==> src/sbl_regs.svh <==
// Register offsets, field positions and reset values
`ifndef SBL_REGS_SVH
`define SBL_REGS_SVH

`define SBL_OFF_BLOCK      12'h000
`define SBL_OFF_ROUTE1     12'h004
`define SBL_OFF_ROUTE2     12'h008
`define SBL_OFF_ROUTE3     12'h00C
`define SBL_OFF_FUNC       12'h010
`define SBL_OFF_STATUS     12'h014
`define SBL_OFF_CMD        12'h018

`define SBL_RST_BLOCK      8'h00
`define SBL_RST_ROUTE1     8'hAB
`define SBL_RST_ROUTE2     8'hA5
`define SBL_RST_ROUTE3     8'h00
`define SBL_RST_FUNC       8'h00

`define SBL_BIT_BANKSEL    4
`define SBL_BIT_OCLATCH    5
`define SBL_BIT_EFLATCH    6
`define SBL_BIT_REMRST     7
`define SBL_BIT_CBFP       3

`define SBL_BIT_CMD_FULLRST 0
`define SBL_BIT_CMD_PROGRST 1

`endif

==> src/sbl_pkg.sv <==
// Types shared by the stage block and latch logic
package sbl_pkg;
	typedef struct packed {
		logic [3:0] start;
		logic [3:0] trip;
	} sbl_stage_t;

	typedef struct packed {
		logic auxTrip;
		logic mainTrip;
		logic firstStart;
		logic secondSignal;
		logic thirdSignal;
	} sbl_out_t;

	typedef struct packed {
		logic        psel;
		logic        penable;
		logic        pwrite;
		logic [11:0] paddr;
		logic [31:0] pwdata;
	} sbl_apb_req_t;

	typedef struct packed {
		logic        pready;
		logic        pslverr;
		logic [31:0] prdata;
	} sbl_apb_rsp_t;

	typedef enum logic [1:0] {
		SBL_IDLE   = 2'b01,
		SBL_ACCESS = 2'b10
	} sbl_apb_st_t;
endpackage

==> src/sbl_stage_block_latch_output_matrix.sv <==
// Stage blocking, trip latching and output routing matrix with APB registers
// Summary of operation
// - All blocking bits clear blocks nothing
// - Bits 1-4 let control input block stages
// - Bank bit clear: input ignores setting bank
// - Bank bit set: input selects second bank
// - Overcurrent trip follows measurement when unlatched
// - Overcurrent trip held until reset when latched
// - Earth-fault trip latched likewise by bit 7
// - Both buttons clear latches and starts
// - Control input resets latch if bit 8
// - Blocking register resets to zero
// - Program button alone clears latch only
// - First routing feeds start and main trip
// - Second routing feeds second, third outputs
// - Third routing feeds auxiliary trip output
// - First routing odd starts, even trips
// - Second routing odd second, even third
// - Third routing odd starts, even trips
`timescale 1ns/100ps
`include "sbl_regs.svh"
module sbl_stage_block_latch_output_matrix (
	input  wire logic              sys_clk,
	input  wire logic              arst_n,
	input  wire sbl_pkg::sbl_apb_req_t apbReq,
	output sbl_pkg::sbl_apb_rsp_t  apbRsp,
	input  wire sbl_pkg::sbl_stage_t stageIn,
	input  wire logic              cbFailIn,
	input  wire logic              extControlIn,
	input  wire logic              resetButton,
	input  wire logic              programButton,
	input  wire logic              serialBankSel,
	output sbl_pkg::sbl_out_t      relayOut,
	output logic                   secondBankActive,
	output logic                   startIndicationClear
);
	import sbl_pkg::*;

	logic        rstMeta_r;
	logic        rstSync_n;
	logic        ctrlSync;
	logic        rstBtnSync;
	logic        progBtnSync;
	logic [7:0]  blockSw_r;
	logic [7:0]  blockSw_nxt;
	logic [7:0]  route1_r;
	logic [7:0]  route1_nxt;
	logic [7:0]  route2_r;
	logic [7:0]  route2_nxt;
	logic [7:0]  route3_r;
	logic [7:0]  route3_nxt;
	logic [7:0]  funcSw_r;
	logic [7:0]  funcSw_nxt;
	logic [1:0]  swReset;
	sbl_apb_st_t apbSt_r;
	sbl_apb_st_t apbSt_nxt;
	sbl_apb_rsp_t apbRsp_r;
	sbl_apb_rsp_t apbRsp_nxt;
	logic        ocLatch_r;
	logic        ocLatch_nxt;
	logic        efLatch_r;
	logic        efLatch_nxt;
	logic        ctrlPrev_r;
	logic        ctrlPrev_nxt;
	sbl_out_t    out_r;
	sbl_out_t    out_nxt;
	logic        bank_r;
	logic        bank_nxt;
	logic        clrStart_r;
	logic        clrStart_nxt;
	logic [3:0]  stageBlocked;
	logic [3:0]  startEff;
	logic [3:0]  tripEff;
	logic [3:0]  firstHit;
	logic [3:0]  mainHit;
	logic [3:0]  secondHit;
	logic [3:0]  thirdHit;
	logic [3:0]  auxHit;
	logic        remoteRst;
	logic        fullReset;
	logic        latchReset;
	logic        ocTripLive;
	logic        efTripLive;
	logic        sel;
	logic        wr;

	// Reset release through two flops
	always_ff @(posedge sys_clk or negedge arst_n) begin
		if (!arst_n) begin
			rstMeta_r <= 1'b0;
			rstSync_n <= 1'b0;
		end else begin
			rstMeta_r <= 1'b1;
			rstSync_n <= rstMeta_r;
		end
	end

	// Pins come from switchgear wiring and front panel
	sbl_sync uCtrl (
		.sys_clk   (sys_clk),
		.rstSync_n (rstSync_n),
		.asyncIn   (extControlIn),
		.syncOut   (ctrlSync)
	);
	sbl_sync uRstBtn (
		.sys_clk   (sys_clk),
		.rstSync_n (rstSync_n),
		.asyncIn   (resetButton),
		.syncOut   (rstBtnSync)
	);
	sbl_sync uProgBtn (
		.sys_clk   (sys_clk),
		.rstSync_n (rstSync_n),
		.asyncIn   (programButton),
		.syncOut   (progBtnSync)
	);

	// APB slave, one wait-free access phase
	assign sel = apbReq.psel & apbReq.penable & (apbSt_r == SBL_ACCESS);
	assign wr  = sel & apbReq.pwrite;

	always_comb begin
		apbSt_nxt   = apbSt_r;
		apbRsp_nxt  = '0;
		blockSw_nxt = blockSw_r;
		route1_nxt  = route1_r;
		route2_nxt  = route2_r;
		route3_nxt  = route3_r;
		funcSw_nxt  = funcSw_r;
		swReset     = 2'b00;
		case (apbSt_r)
			SBL_IDLE: begin
				if (apbReq.psel && !apbReq.penable) begin
					apbSt_nxt = SBL_ACCESS;
				end
			end
			SBL_ACCESS: begin
				// A setup that follows at once re-arms the access phase
				apbSt_nxt = SBL_IDLE;
				if (apbReq.psel && !apbReq.penable) begin
					apbSt_nxt = SBL_ACCESS;
				end
			end
			default: begin
				apbSt_nxt = SBL_IDLE;
			end
		endcase
		// Read word captured in the setup cycle so prdata leaves a flop
		if (apbReq.psel) begin
			case (apbReq.paddr)
				`SBL_OFF_BLOCK: begin
					apbRsp_nxt.prdata = {24'h000000, blockSw_r};
					if (wr) begin
						blockSw_nxt = apbReq.pwdata[7:0];
					end
				end
				`SBL_OFF_ROUTE1: begin
					apbRsp_nxt.prdata = {24'h000000, route1_r};
					if (wr) begin
						route1_nxt = apbReq.pwdata[7:0];
					end
				end
				`SBL_OFF_ROUTE2: begin
					apbRsp_nxt.prdata = {24'h000000, route2_r};
					if (wr) begin
						route2_nxt = apbReq.pwdata[7:0];
					end
				end
				`SBL_OFF_ROUTE3: begin
					apbRsp_nxt.prdata = {24'h000000, route3_r};
					if (wr) begin
						route3_nxt = apbReq.pwdata[7:0];
					end
				end
				`SBL_OFF_FUNC: begin
					apbRsp_nxt.prdata = {24'h000000, funcSw_r};
					if (wr) begin
						funcSw_nxt = apbReq.pwdata[7:0];
					end
				end
				`SBL_OFF_STATUS: begin
					apbRsp_nxt.prdata = {22'h0, efLatch_r, ocLatch_r, bank_r, ctrlSync, 1'b0,
						out_r};
				end
				`SBL_OFF_CMD: begin
					if (wr) begin
						swReset = apbReq.pwdata[1:0];
					end
				end
				default: begin
					apbRsp_nxt.pslverr = 1'b1;
				end
			endcase
		end
	end

	// Ready is combinational so the access phase is always one cycle
	always_comb begin
		apbRsp         = apbRsp_r;
		apbRsp.pready  = 1'b1;
		apbRsp.pslverr = sel & apbRsp_r.pslverr;
		apbRsp.prdata  = sel ? apbRsp_r.prdata : 32'h00000000;
	end

	// Blocking, per stage
	genvar g;
	generate
		for (g = 0; g < 4; g++) begin : gStage
			assign stageBlocked[g] = blockSw_r[g] & ctrlSync;
			assign startEff[g]     = stageIn.start[g] & ~stageBlocked[g];
			assign tripEff[g]      = stageIn.trip[g] & ~stageBlocked[g];
			// Even bits of routes 1 and 3 route starts, odd bits trips; route 2 routes trips on both
			assign firstHit[g]     = startEff[g] & route1_r[2*g];
			assign mainHit[g]      = tripEff[g] & route1_r[2*g+1];
			assign secondHit[g]    = tripEff[g] & route2_r[2*g];
			assign thirdHit[g]     = tripEff[g] & route2_r[2*g+1];
			assign auxHit[g]       = (startEff[g] & route3_r[2*g])
				| (tripEff[g] & route3_r[2*g+1]);
		end
	endgenerate

	assign fullReset  = (rstBtnSync & progBtnSync) | swReset[`SBL_BIT_CMD_FULLRST];
	// Program alone clears latch only; status kept
	// Edge only, so a held contact cannot keep wiping new latches
	assign remoteRst  = blockSw_r[`SBL_BIT_REMRST] & ctrlSync & ~ctrlPrev_r
		& (blockSw_r[`SBL_BIT_OCLATCH] | blockSw_r[`SBL_BIT_EFLATCH]);
	assign latchReset = fullReset | (progBtnSync & ~rstBtnSync)
		| swReset[`SBL_BIT_CMD_PROGRST] | remoteRst;

	assign ocTripLive = |mainHit[1:0];
	assign efTripLive = |mainHit[3:2];

	always_comb begin
		ctrlPrev_nxt = ctrlSync;
		// Live trip wins over reset so a standing fault is never dropped
		ocLatch_nxt  = ocTripLive & blockSw_r[`SBL_BIT_OCLATCH];
		efLatch_nxt  = efTripLive & blockSw_r[`SBL_BIT_EFLATCH];
		// Clearing a latch bit drops a held trip at once
		if (!latchReset) begin
			ocLatch_nxt = ocLatch_nxt | (ocLatch_r & blockSw_r[`SBL_BIT_OCLATCH]);
			efLatch_nxt = efLatch_nxt | (efLatch_r & blockSw_r[`SBL_BIT_EFLATCH]);
		end
		// Bank follows input only when enabled, else serial link
		bank_nxt = blockSw_r[`SBL_BIT_BANKSEL] ? ctrlSync : serialBankSel;
		clrStart_nxt = fullReset;
		out_nxt.firstStart   = |firstHit;
		out_nxt.mainTrip     = ocTripLive | efTripLive | ocLatch_r | efLatch_r;
		out_nxt.secondSignal = |secondHit;
		out_nxt.thirdSignal  = |thirdHit;
		out_nxt.auxTrip      = (|auxHit)
			| (cbFailIn & funcSw_r[`SBL_BIT_CBFP]);
	end

	// Bus side: state, read word and switch registers
	always_ff @(posedge sys_clk or negedge rstSync_n) begin
		if (!rstSync_n) begin
			apbSt_r    <= SBL_IDLE;
			apbRsp_r   <= '0;
			blockSw_r  <= `SBL_RST_BLOCK;
			route1_r   <= `SBL_RST_ROUTE1;
			route2_r   <= `SBL_RST_ROUTE2;
			route3_r   <= `SBL_RST_ROUTE3;
			funcSw_r   <= `SBL_RST_FUNC;
		end else begin
			apbSt_r    <= apbSt_nxt;
			apbRsp_r   <= apbRsp_nxt;
			blockSw_r  <= blockSw_nxt;
			route1_r   <= route1_nxt;
			route2_r   <= route2_nxt;
			route3_r   <= route3_nxt;
			funcSw_r   <= funcSw_nxt;
		end
	end

	// Protection side: latches, edge memory and outputs
	always_ff @(posedge sys_clk or negedge rstSync_n) begin
		if (!rstSync_n) begin
			ocLatch_r  <= 1'b0;
			efLatch_r  <= 1'b0;
			ctrlPrev_r <= 1'b0;
			out_r      <= '0;
			bank_r     <= 1'b0;
			clrStart_r <= 1'b0;
		end else begin
			ocLatch_r  <= ocLatch_nxt;
			efLatch_r  <= efLatch_nxt;
			ctrlPrev_r <= ctrlPrev_nxt;
			out_r      <= out_nxt;
			bank_r     <= bank_nxt;
			clrStart_r <= clrStart_nxt;
		end
	end

	assign relayOut             = out_r;
	assign secondBankActive     = bank_r;
	assign startIndicationClear = clrStart_r;
endmodule

==> src/sbl_sync.sv <==
// Two-flop synchroniser for a level input
`timescale 1ns/100ps
module sbl_sync (
	input  wire logic sys_clk,
	input  wire logic rstSync_n,
	input  wire logic asyncIn,
	output logic      syncOut
);
	logic meta_r;
	logic meta_nxt;
	logic sync_r;
	logic sync_nxt;

	always_comb begin
		meta_nxt = asyncIn;
		sync_nxt = meta_r;
	end

	always_ff @(posedge sys_clk or negedge rstSync_n) begin
		if (!rstSync_n) begin
			meta_r <= 1'b0;
			sync_r <= 1'b0;
		end else begin
			meta_r <= meta_nxt;
			sync_r <= sync_nxt;
		end
	end

	assign syncOut = sync_r;
endmodule

==> config.mk <==
export PLATFORM = sky130hd
export DESIGN_NAME = sbl_stage_block_latch_output_matrix
export DESIGN_NICKNAME = d
export VERILOG_FILES = /design/src/sbl_pkg.sv /design/src/sbl_stage_block_latch_output_matrix.sv /design/src/sbl_sync.sv
export VERILOG_INCLUDE_DIRS = /design/src
export SDC_FILE = /design/constraint.sdc
export NUM_CORES = 1
export LEC_CHECK = 0
export BUFFER_PORTS_ARGS = -buffer_cell sky130_fd_sc_hd__buf_2
export CORE_UTILIZATION = 54
export CTS_BUF_LIST = sky130_fd_sc_hd__clkbuf_4
export DETAILED_ROUTE_END_ITERATION = 8
export GPL_TIMING_DRIVEN = 1
export MAX_ROUTING_LAYER = met4
export PLACE_DENSITY = 0.83
export SLEW_MARGIN = 20
export SYNTH_ARGS = -nofsm -noshare
export SYNTH_HDL_FRONTEND = slang
export SYNTH_SLANG_ARGS = --single-unit
==> constraint.sdc <==
create_clock -name sys_clk -period 2.8 [get_ports sys_clk]
set_input_delay 0.14 -clock sys_clk [delete_from_list [all_inputs] [get_ports sys_clk]]
set_output_delay 0.14 -clock sys_clk [all_outputs]
set_load 0.01 [all_outputs]
=== Yosys cells after proc, flatten, opt, wreduce, memory -nomap -nowiden ===
Index checks and enable logic that the tools add are counted.

* Equal/unequal tests: 9
* Mux-type cells: 13
* Reductions and logical operators: 15
* Bitwise gates (word level): 71

{| class="wikitable"
|+ Operator list
! operator !! number
|-
| $pmux W10 S6 || 1
|-
| $and A1 B1 Y1 || 50
|-
| $eq A12 B5 Y1 const B || 3
|-
| $mux W33 || 1
|-
| $mux W32 || 1
|-
| $eq A12 B4 Y1 const B || 2
|-
| $reduce_or A4 Y1 || 4
|-
| $or A1 B1 Y1 || 15
|-
| $reduce_and A3 Y1 || 5
|-
| $eq A12 B3 Y1 const B || 1
|-
| $logic_not A12 Y1 || 1
|-
| $mux W2 || 5
|-
| $reduce_or A7 Y1 || 1
|-
| $not A1 Y1 || 6
|-
| $mux W1 || 4
|-
| $pmux W2 S2 || 1
|-
| $reduce_or A2 Y1 || 2
|-
| $eq A2 B1 Y1 const B || 1
|-
| $eq A2 B2 Y1 const B || 1
|-
| $ne A2 B2 Y1 const B || 1
|-
| $logic_and A1 B1 Y1 || 1
|-
| $logic_not A1 Y1 || 1
|}

* Logic and storage cells: 134
* Output and inout bits: 41
* Register bits after elaboration: 93
* Input bits: 62

=== Logic depth before layout (Yosys ltp) ===
* Depth in word-level cells: 11
* Depth in mapped cells: 7
* Depth with buffers taken out: 6

=== Modules after synthesis ===
A second synthesis with hierarchy kept.

* Cells, all modules: 288
* Area total of the unflattened synthesis: 3,413.3 sq um

{| class="wikitable"
|+ Modules (own cells, without submodules)
! module !! area an instance (sq um) !! cells an instance !! times used
|-
| sbl_stage_block_latch_output_matrix || 3,263.1 || 282 || 1
|-
| sbl_sync || 50.0 || 2 || 3
|}

=== Least setup slack after synthesis ===
OpenSTA, ideal clock, no wires.

* Kind: register -> register
* Start: register apbSt_r[0]
* End: register route3_r[0]
* Data required time: 2.675 ns
* Cell stages (with the launch flop): 8
* Slack: 1.022 ns
* Arrival time: 1.653 ns
* Period minus slack after synthesis: 1.778 ns
* Cells stage by stage: dfstp_2 > inv_1 > ha_1 > and4_1 > nand4_1 > or2_2 > buf_2 > mux2_2

* Word-level cells in the longest chain between the ends: 4

{| class="wikitable"
|+ Ends and longest elaborated chain
! item !! line !! source
|-
| from (decl) || sbl_stage_block_latch_output_matrix.sv:55 || <nowiki>sbl_apb_st_t apbSt_r;</nowiki>
|-
| from (signal assigned) || sbl_stage_block_latch_output_matrix.sv:265 || <nowiki>apbSt_r <= apbSt_nxt;</nowiki>
|-
| $eq A2 B2 Y1 || sbl_stage_block_latch_output_matrix.sv:119 || <nowiki>assign sel = apbReq.psel & apbReq.penable & (apbSt_r == SBL_ACCESS);</nowiki>
|-
| $and A1 B1 Y1 || sbl_stage_block_latch_output_matrix.sv:119 ||
|-
| $and A1 B1 Y1 || sbl_stage_block_latch_output_matrix.sv:120 || <nowiki>assign wr = sel & apbReq.pwrite;</nowiki>
|-
| $reduce_and A3 Y1 (no line) || -- ||
|-
| to (signal assigned) || sbl_stage_block_latch_output_matrix.sv:262 || <nowiki>route3_r <= `SBL_RST_ROUTE3;</nowiki>
|-
| to (signal assigned) || sbl_stage_block_latch_output_matrix.sv:270 || <nowiki>route3_r <= route3_nxt;</nowiki>
|-
| to (decl) || sbl_stage_block_latch_output_matrix.sv:50 || <nowiki>logic [7:0] route3_r;</nowiki>
|}

No other way between the ends.
A chain may end at the register's enable or synchronous reset.

=== Worst setup path in the final report ===
* Start: register apbSt_r[0]
* End: register route2_r[6]

* Word-level cells in the longest chain between the ends: 4

{| class="wikitable"
|+ Ends and longest elaborated chain
! item !! line !! source
|-
| $eq A2 B2 Y1 || sbl_stage_block_latch_output_matrix.sv:119 ||
|-
| $and A1 B1 Y1 || sbl_stage_block_latch_output_matrix.sv:119 ||
|-
| $and A1 B1 Y1 || sbl_stage_block_latch_output_matrix.sv:120 ||
|-
| $reduce_and A3 Y1 (no line) || -- ||
|-
| to (signal assigned) || sbl_stage_block_latch_output_matrix.sv:261 || <nowiki>route2_r <= `SBL_RST_ROUTE2;</nowiki>
|-
| to (signal assigned) || sbl_stage_block_latch_output_matrix.sv:269 || <nowiki>route2_r <= route2_nxt;</nowiki>
|-
| to (decl) || sbl_stage_block_latch_output_matrix.sv:48 || <nowiki>logic [7:0] route2_r;</nowiki>
|}

No other way between the ends.

==> out/results.ini <==
[synth]
synth_cell_types = 46
yosysWarnings = 0
synth_seq_area_share = 0.5114
yosysTopAreaCell = dfrtp_1
syn_avg_cell_area_um2 = 12.45
synth_top_cell_area_share = 0.4363
synth_enable_flop_cells = 0
ys.flop_type = dfrtp_1
netlist_top_cells_count = dfrtp_1 (61), mux2_2 (47), buf_4 (24), and2_1 (13)
synthesis.area_mm2 = 0.003498
post_synth_main_area_contributors = dfrtp_1 (44%), mux2_2 (15%), dfstp_2 (7.5%)
ys_seq_elements = 71
synthMostInstantiatedCell = dfrtp_1
async_flop_share = 1.000
netlist_instances = 281

[floorplan]
floorplan.rows = 28
die-area_mm2 = 0.006805
design.core.area_mm2 = 0.006096
dieHeight_um = 82.49
io_pins = 103
die_width_um = 82.49
initial_core_util = 0.5739

[place]
port_buf_inserts = 55
dpl.hpwl_mm = 5.408
gp_congestion = 0.8952

[detailed_routing]
vias = 2469
wl_mm = 7.391
route.antenna.remaining_nets = 0
detailedRoute.firstPassIterationCount = 4
detailedRoute.firstIterationViolations = 184
post-route-drc-count = 0
route.detailed.wl_per_inst_um = 17.43
vias_per_cell = 5.823

[sta]
slew-limit-headroom = 0.4465
fin_tns_setup_ps = 0
timing_hold_violations_final = 0
fin_hold_ws_ps = 19.40
final.min_clock_period_ps = 2058
fmaxAchievable_mhz = 486.0
max_slew.worst_pin.slew_ps = 830.2
final_min_period_over_clock_period = 0.7349
setup-violations-final = 0
slew_violations = 0
grt_setup_unrepaired = false
worst_clock_skew_ps = 14.25

[clocking]
cts_inserted_buffers = 9
cts_max_level = 3
tritoncts = done
clkLatencyLatePin_ps = 410
clock_tree.root_cell = clkbuf_4
clkTransAtPathRegs_ps = 110
clock_sink_count = 71
post_cts.repair.setup_buffers = 0
clock_path_buffers = 2

[final_layout]
syn_to_final_growth_pct = 12.48
final_layout_size_suffix_gt1_frac = 0.4069
layout.filler_cells = 498
insertedDiodeCount = 0
fin_nets = 408

[global_routing]
initial_antenna_violation_count = 0
grt_max_degree = 70
grt_pass1_wl_mm = 11.65
gr-total-overflow = 0
grt_pass1_vias = 2373
track_usage = 0.2485

[worst_setup_path]
timing.critical_path.from_type = flip-flop
endpoint_kind = flip-flop
timing_worst_setup_path_type = reg -> reg
critPathRequiredTime_ps = 3090
worstPathMaxFanout = 8
crit_arrival_ps = 2350

[pwr]
worst_ir_drop_vdd_mv = 0.3117
leakagePower_nw = 1.941
power_per_cell_area_mw_per_mm2 = 475.2

[flow_run]
max_cap_viol_count = 0

[min_path]
hold_path_class = in -> async

[status]
status = finished clean

[final cells by class]
cell class	instances	area [µm²]	share of cell area
flip-flops and latches	71	1790	0.4550
multi-input cells	193	1546	0.3930
inverters	7	26.28	0.006677
clock buffers	13	97.59	0.02480
clock inverters	3	37.54	0.009539
repair buffers	62	342.8	0.08712
well taps	75	93.84	0.02385
[stage by stage]
| stage | cells | setup WS [ps] | util | total power, mW | area (µm²) |
|---|---|---|---|---|---|
| after floorplan | 303 | 693.9 | - | 1.193 | 3581 |
| after global placement | 402 | 644.3 | 0.6135 | 1.229 | 3740 |
| after detailed placement | 402 | 612.8 | 0.6135 | 1.243 | 3740 |
| after CTS | 424 | 728.6 | 0.6455 | 1.882 | 3935 |
| after global routing | 424 | 625.7 | 0.6455 | 1.950 | 3935 |
| final | 424 | 742.4 | 0.6455 | 1.870 | 3935 |
[final timing paths]
check	start	endpoint	slack, ps	cells after the start
hold reg to reg	uRstBtn.meta_r$_DFF_PN0_	uRstBtn.syncOut$_DFF_PN0_	360	0
max in group asynchronous	rstSync_n$_DFF_PN0_	blockSw_r[2]$_DFFE_PN0P_	1790	1
setup / recovery	apbSt_r[0]$_DFFE_PN1P_	route2_r[6]$_DFFE_PN0P_	740	6
min in group sys_clk	apbReq[3]	route2_r[3]$_DFFE_PN0P_	30	2
hold / removal	arst_n	rstSync_n$_DFF_PN0_	20	2
setup reg to reg	apbSt_r[0]$_DFFE_PN1P_	route2_r[6]$_DFFE_PN0P_	740	6
[where the power goes]
part           switching (mW)  leakage [nW]  internal, mW  total, mW
registers              0.0130         0.928          1.05       1.06
logic                   0.108         0.937        0.0582      0.166
clock network           0.333        0.0771         0.308      0.641
[critical path, stage by stage, from the launching register on]
cell	delay, ps
dfstp_2	390
inv_1	70
ha_1	190
and4_1	260
nand4_1	160
nor2_2	470
mux2_2	400
[cells in the final DEF (no fill, tap or decap), types with 4 or more instances in the layout]
cell | synthesis | final
and2_1 | 13 | 13
inv_1 | 7 | 7
buf_2 | 1 | 55
nand2_1 | 10 | 10
mux4_2 | 5 | 5
dlygate4sd3_1 | 0 | 6
a32oi_1 | 6 | 6
nor3_1 | 4 | 4
nand4_1 | 5 | 5
nand3_1 | 5 | 5
o32ai_1 | 4 | 4
clkbuf_4 | 0 | 13
dfstp_2 | 10 | 10
and3_1 | 4 | 4
mux2i_1 | 4 | 4
a21oi_1 | 5 | 5
o21ai_0 | 5 | 5
nor2b_1 | 7 | 7
a21boi_0 | 4 | 4
a22oi_1 | 8 | 8
nor2_1 | 4 | 4
dfrtp_1 | 61 | 60
conb_1 | 2 | 24
mux2_2 | 47 | 47
[cell families after synthesis]
logic type,synth area share
DFF,0.5114
and+or+nand+nor,0.1234
muxes,0.1949
AOI/OAI and AO/OA,0.09085
buffers and inverters,0.07010
adders and majority gates,0.007152
other,0.002147
[per-layer routing]
layer,global-route usage,up-vias,share of wire
li1,-,1115,-
met1,0.3233,1223,0.44
met2,0.3826,111,0.46
met3,0.04725,20,0.074
met4,0.1086,0,0.025
met5,-,-,0
[timing repair]
action,4_1_cts,5_1_grt
hold buffers,6,0
endpoints found under the hold margin,7,0
gates resized for setup,0,0
endpoints found under the setup margin,0,0
[registers in the layout, indices dropped and copies added (netlist names)]
register and flops:
apbRsp_r 11, blockSw_r 8, funcSw_r 8, route1_r 8, route2_r 8, route3_r 8, relayOut 5, apbSt_r 2
ctrlPrev_r 1, efLatch_r 1, ocLatch_r 1, rstMeta_r 1, rstSync_n 1, secondBankActive 1, startIndicationClear 1, uCtrl.meta_r 1
uCtrl.syncOut 1, uProgBtn.meta_r 1, uProgBtn.syncOut 1, uRstBtn.meta_r 1, uRstBtn.syncOut 1
No activity file was read; power rests on OpenSTA's default activity.
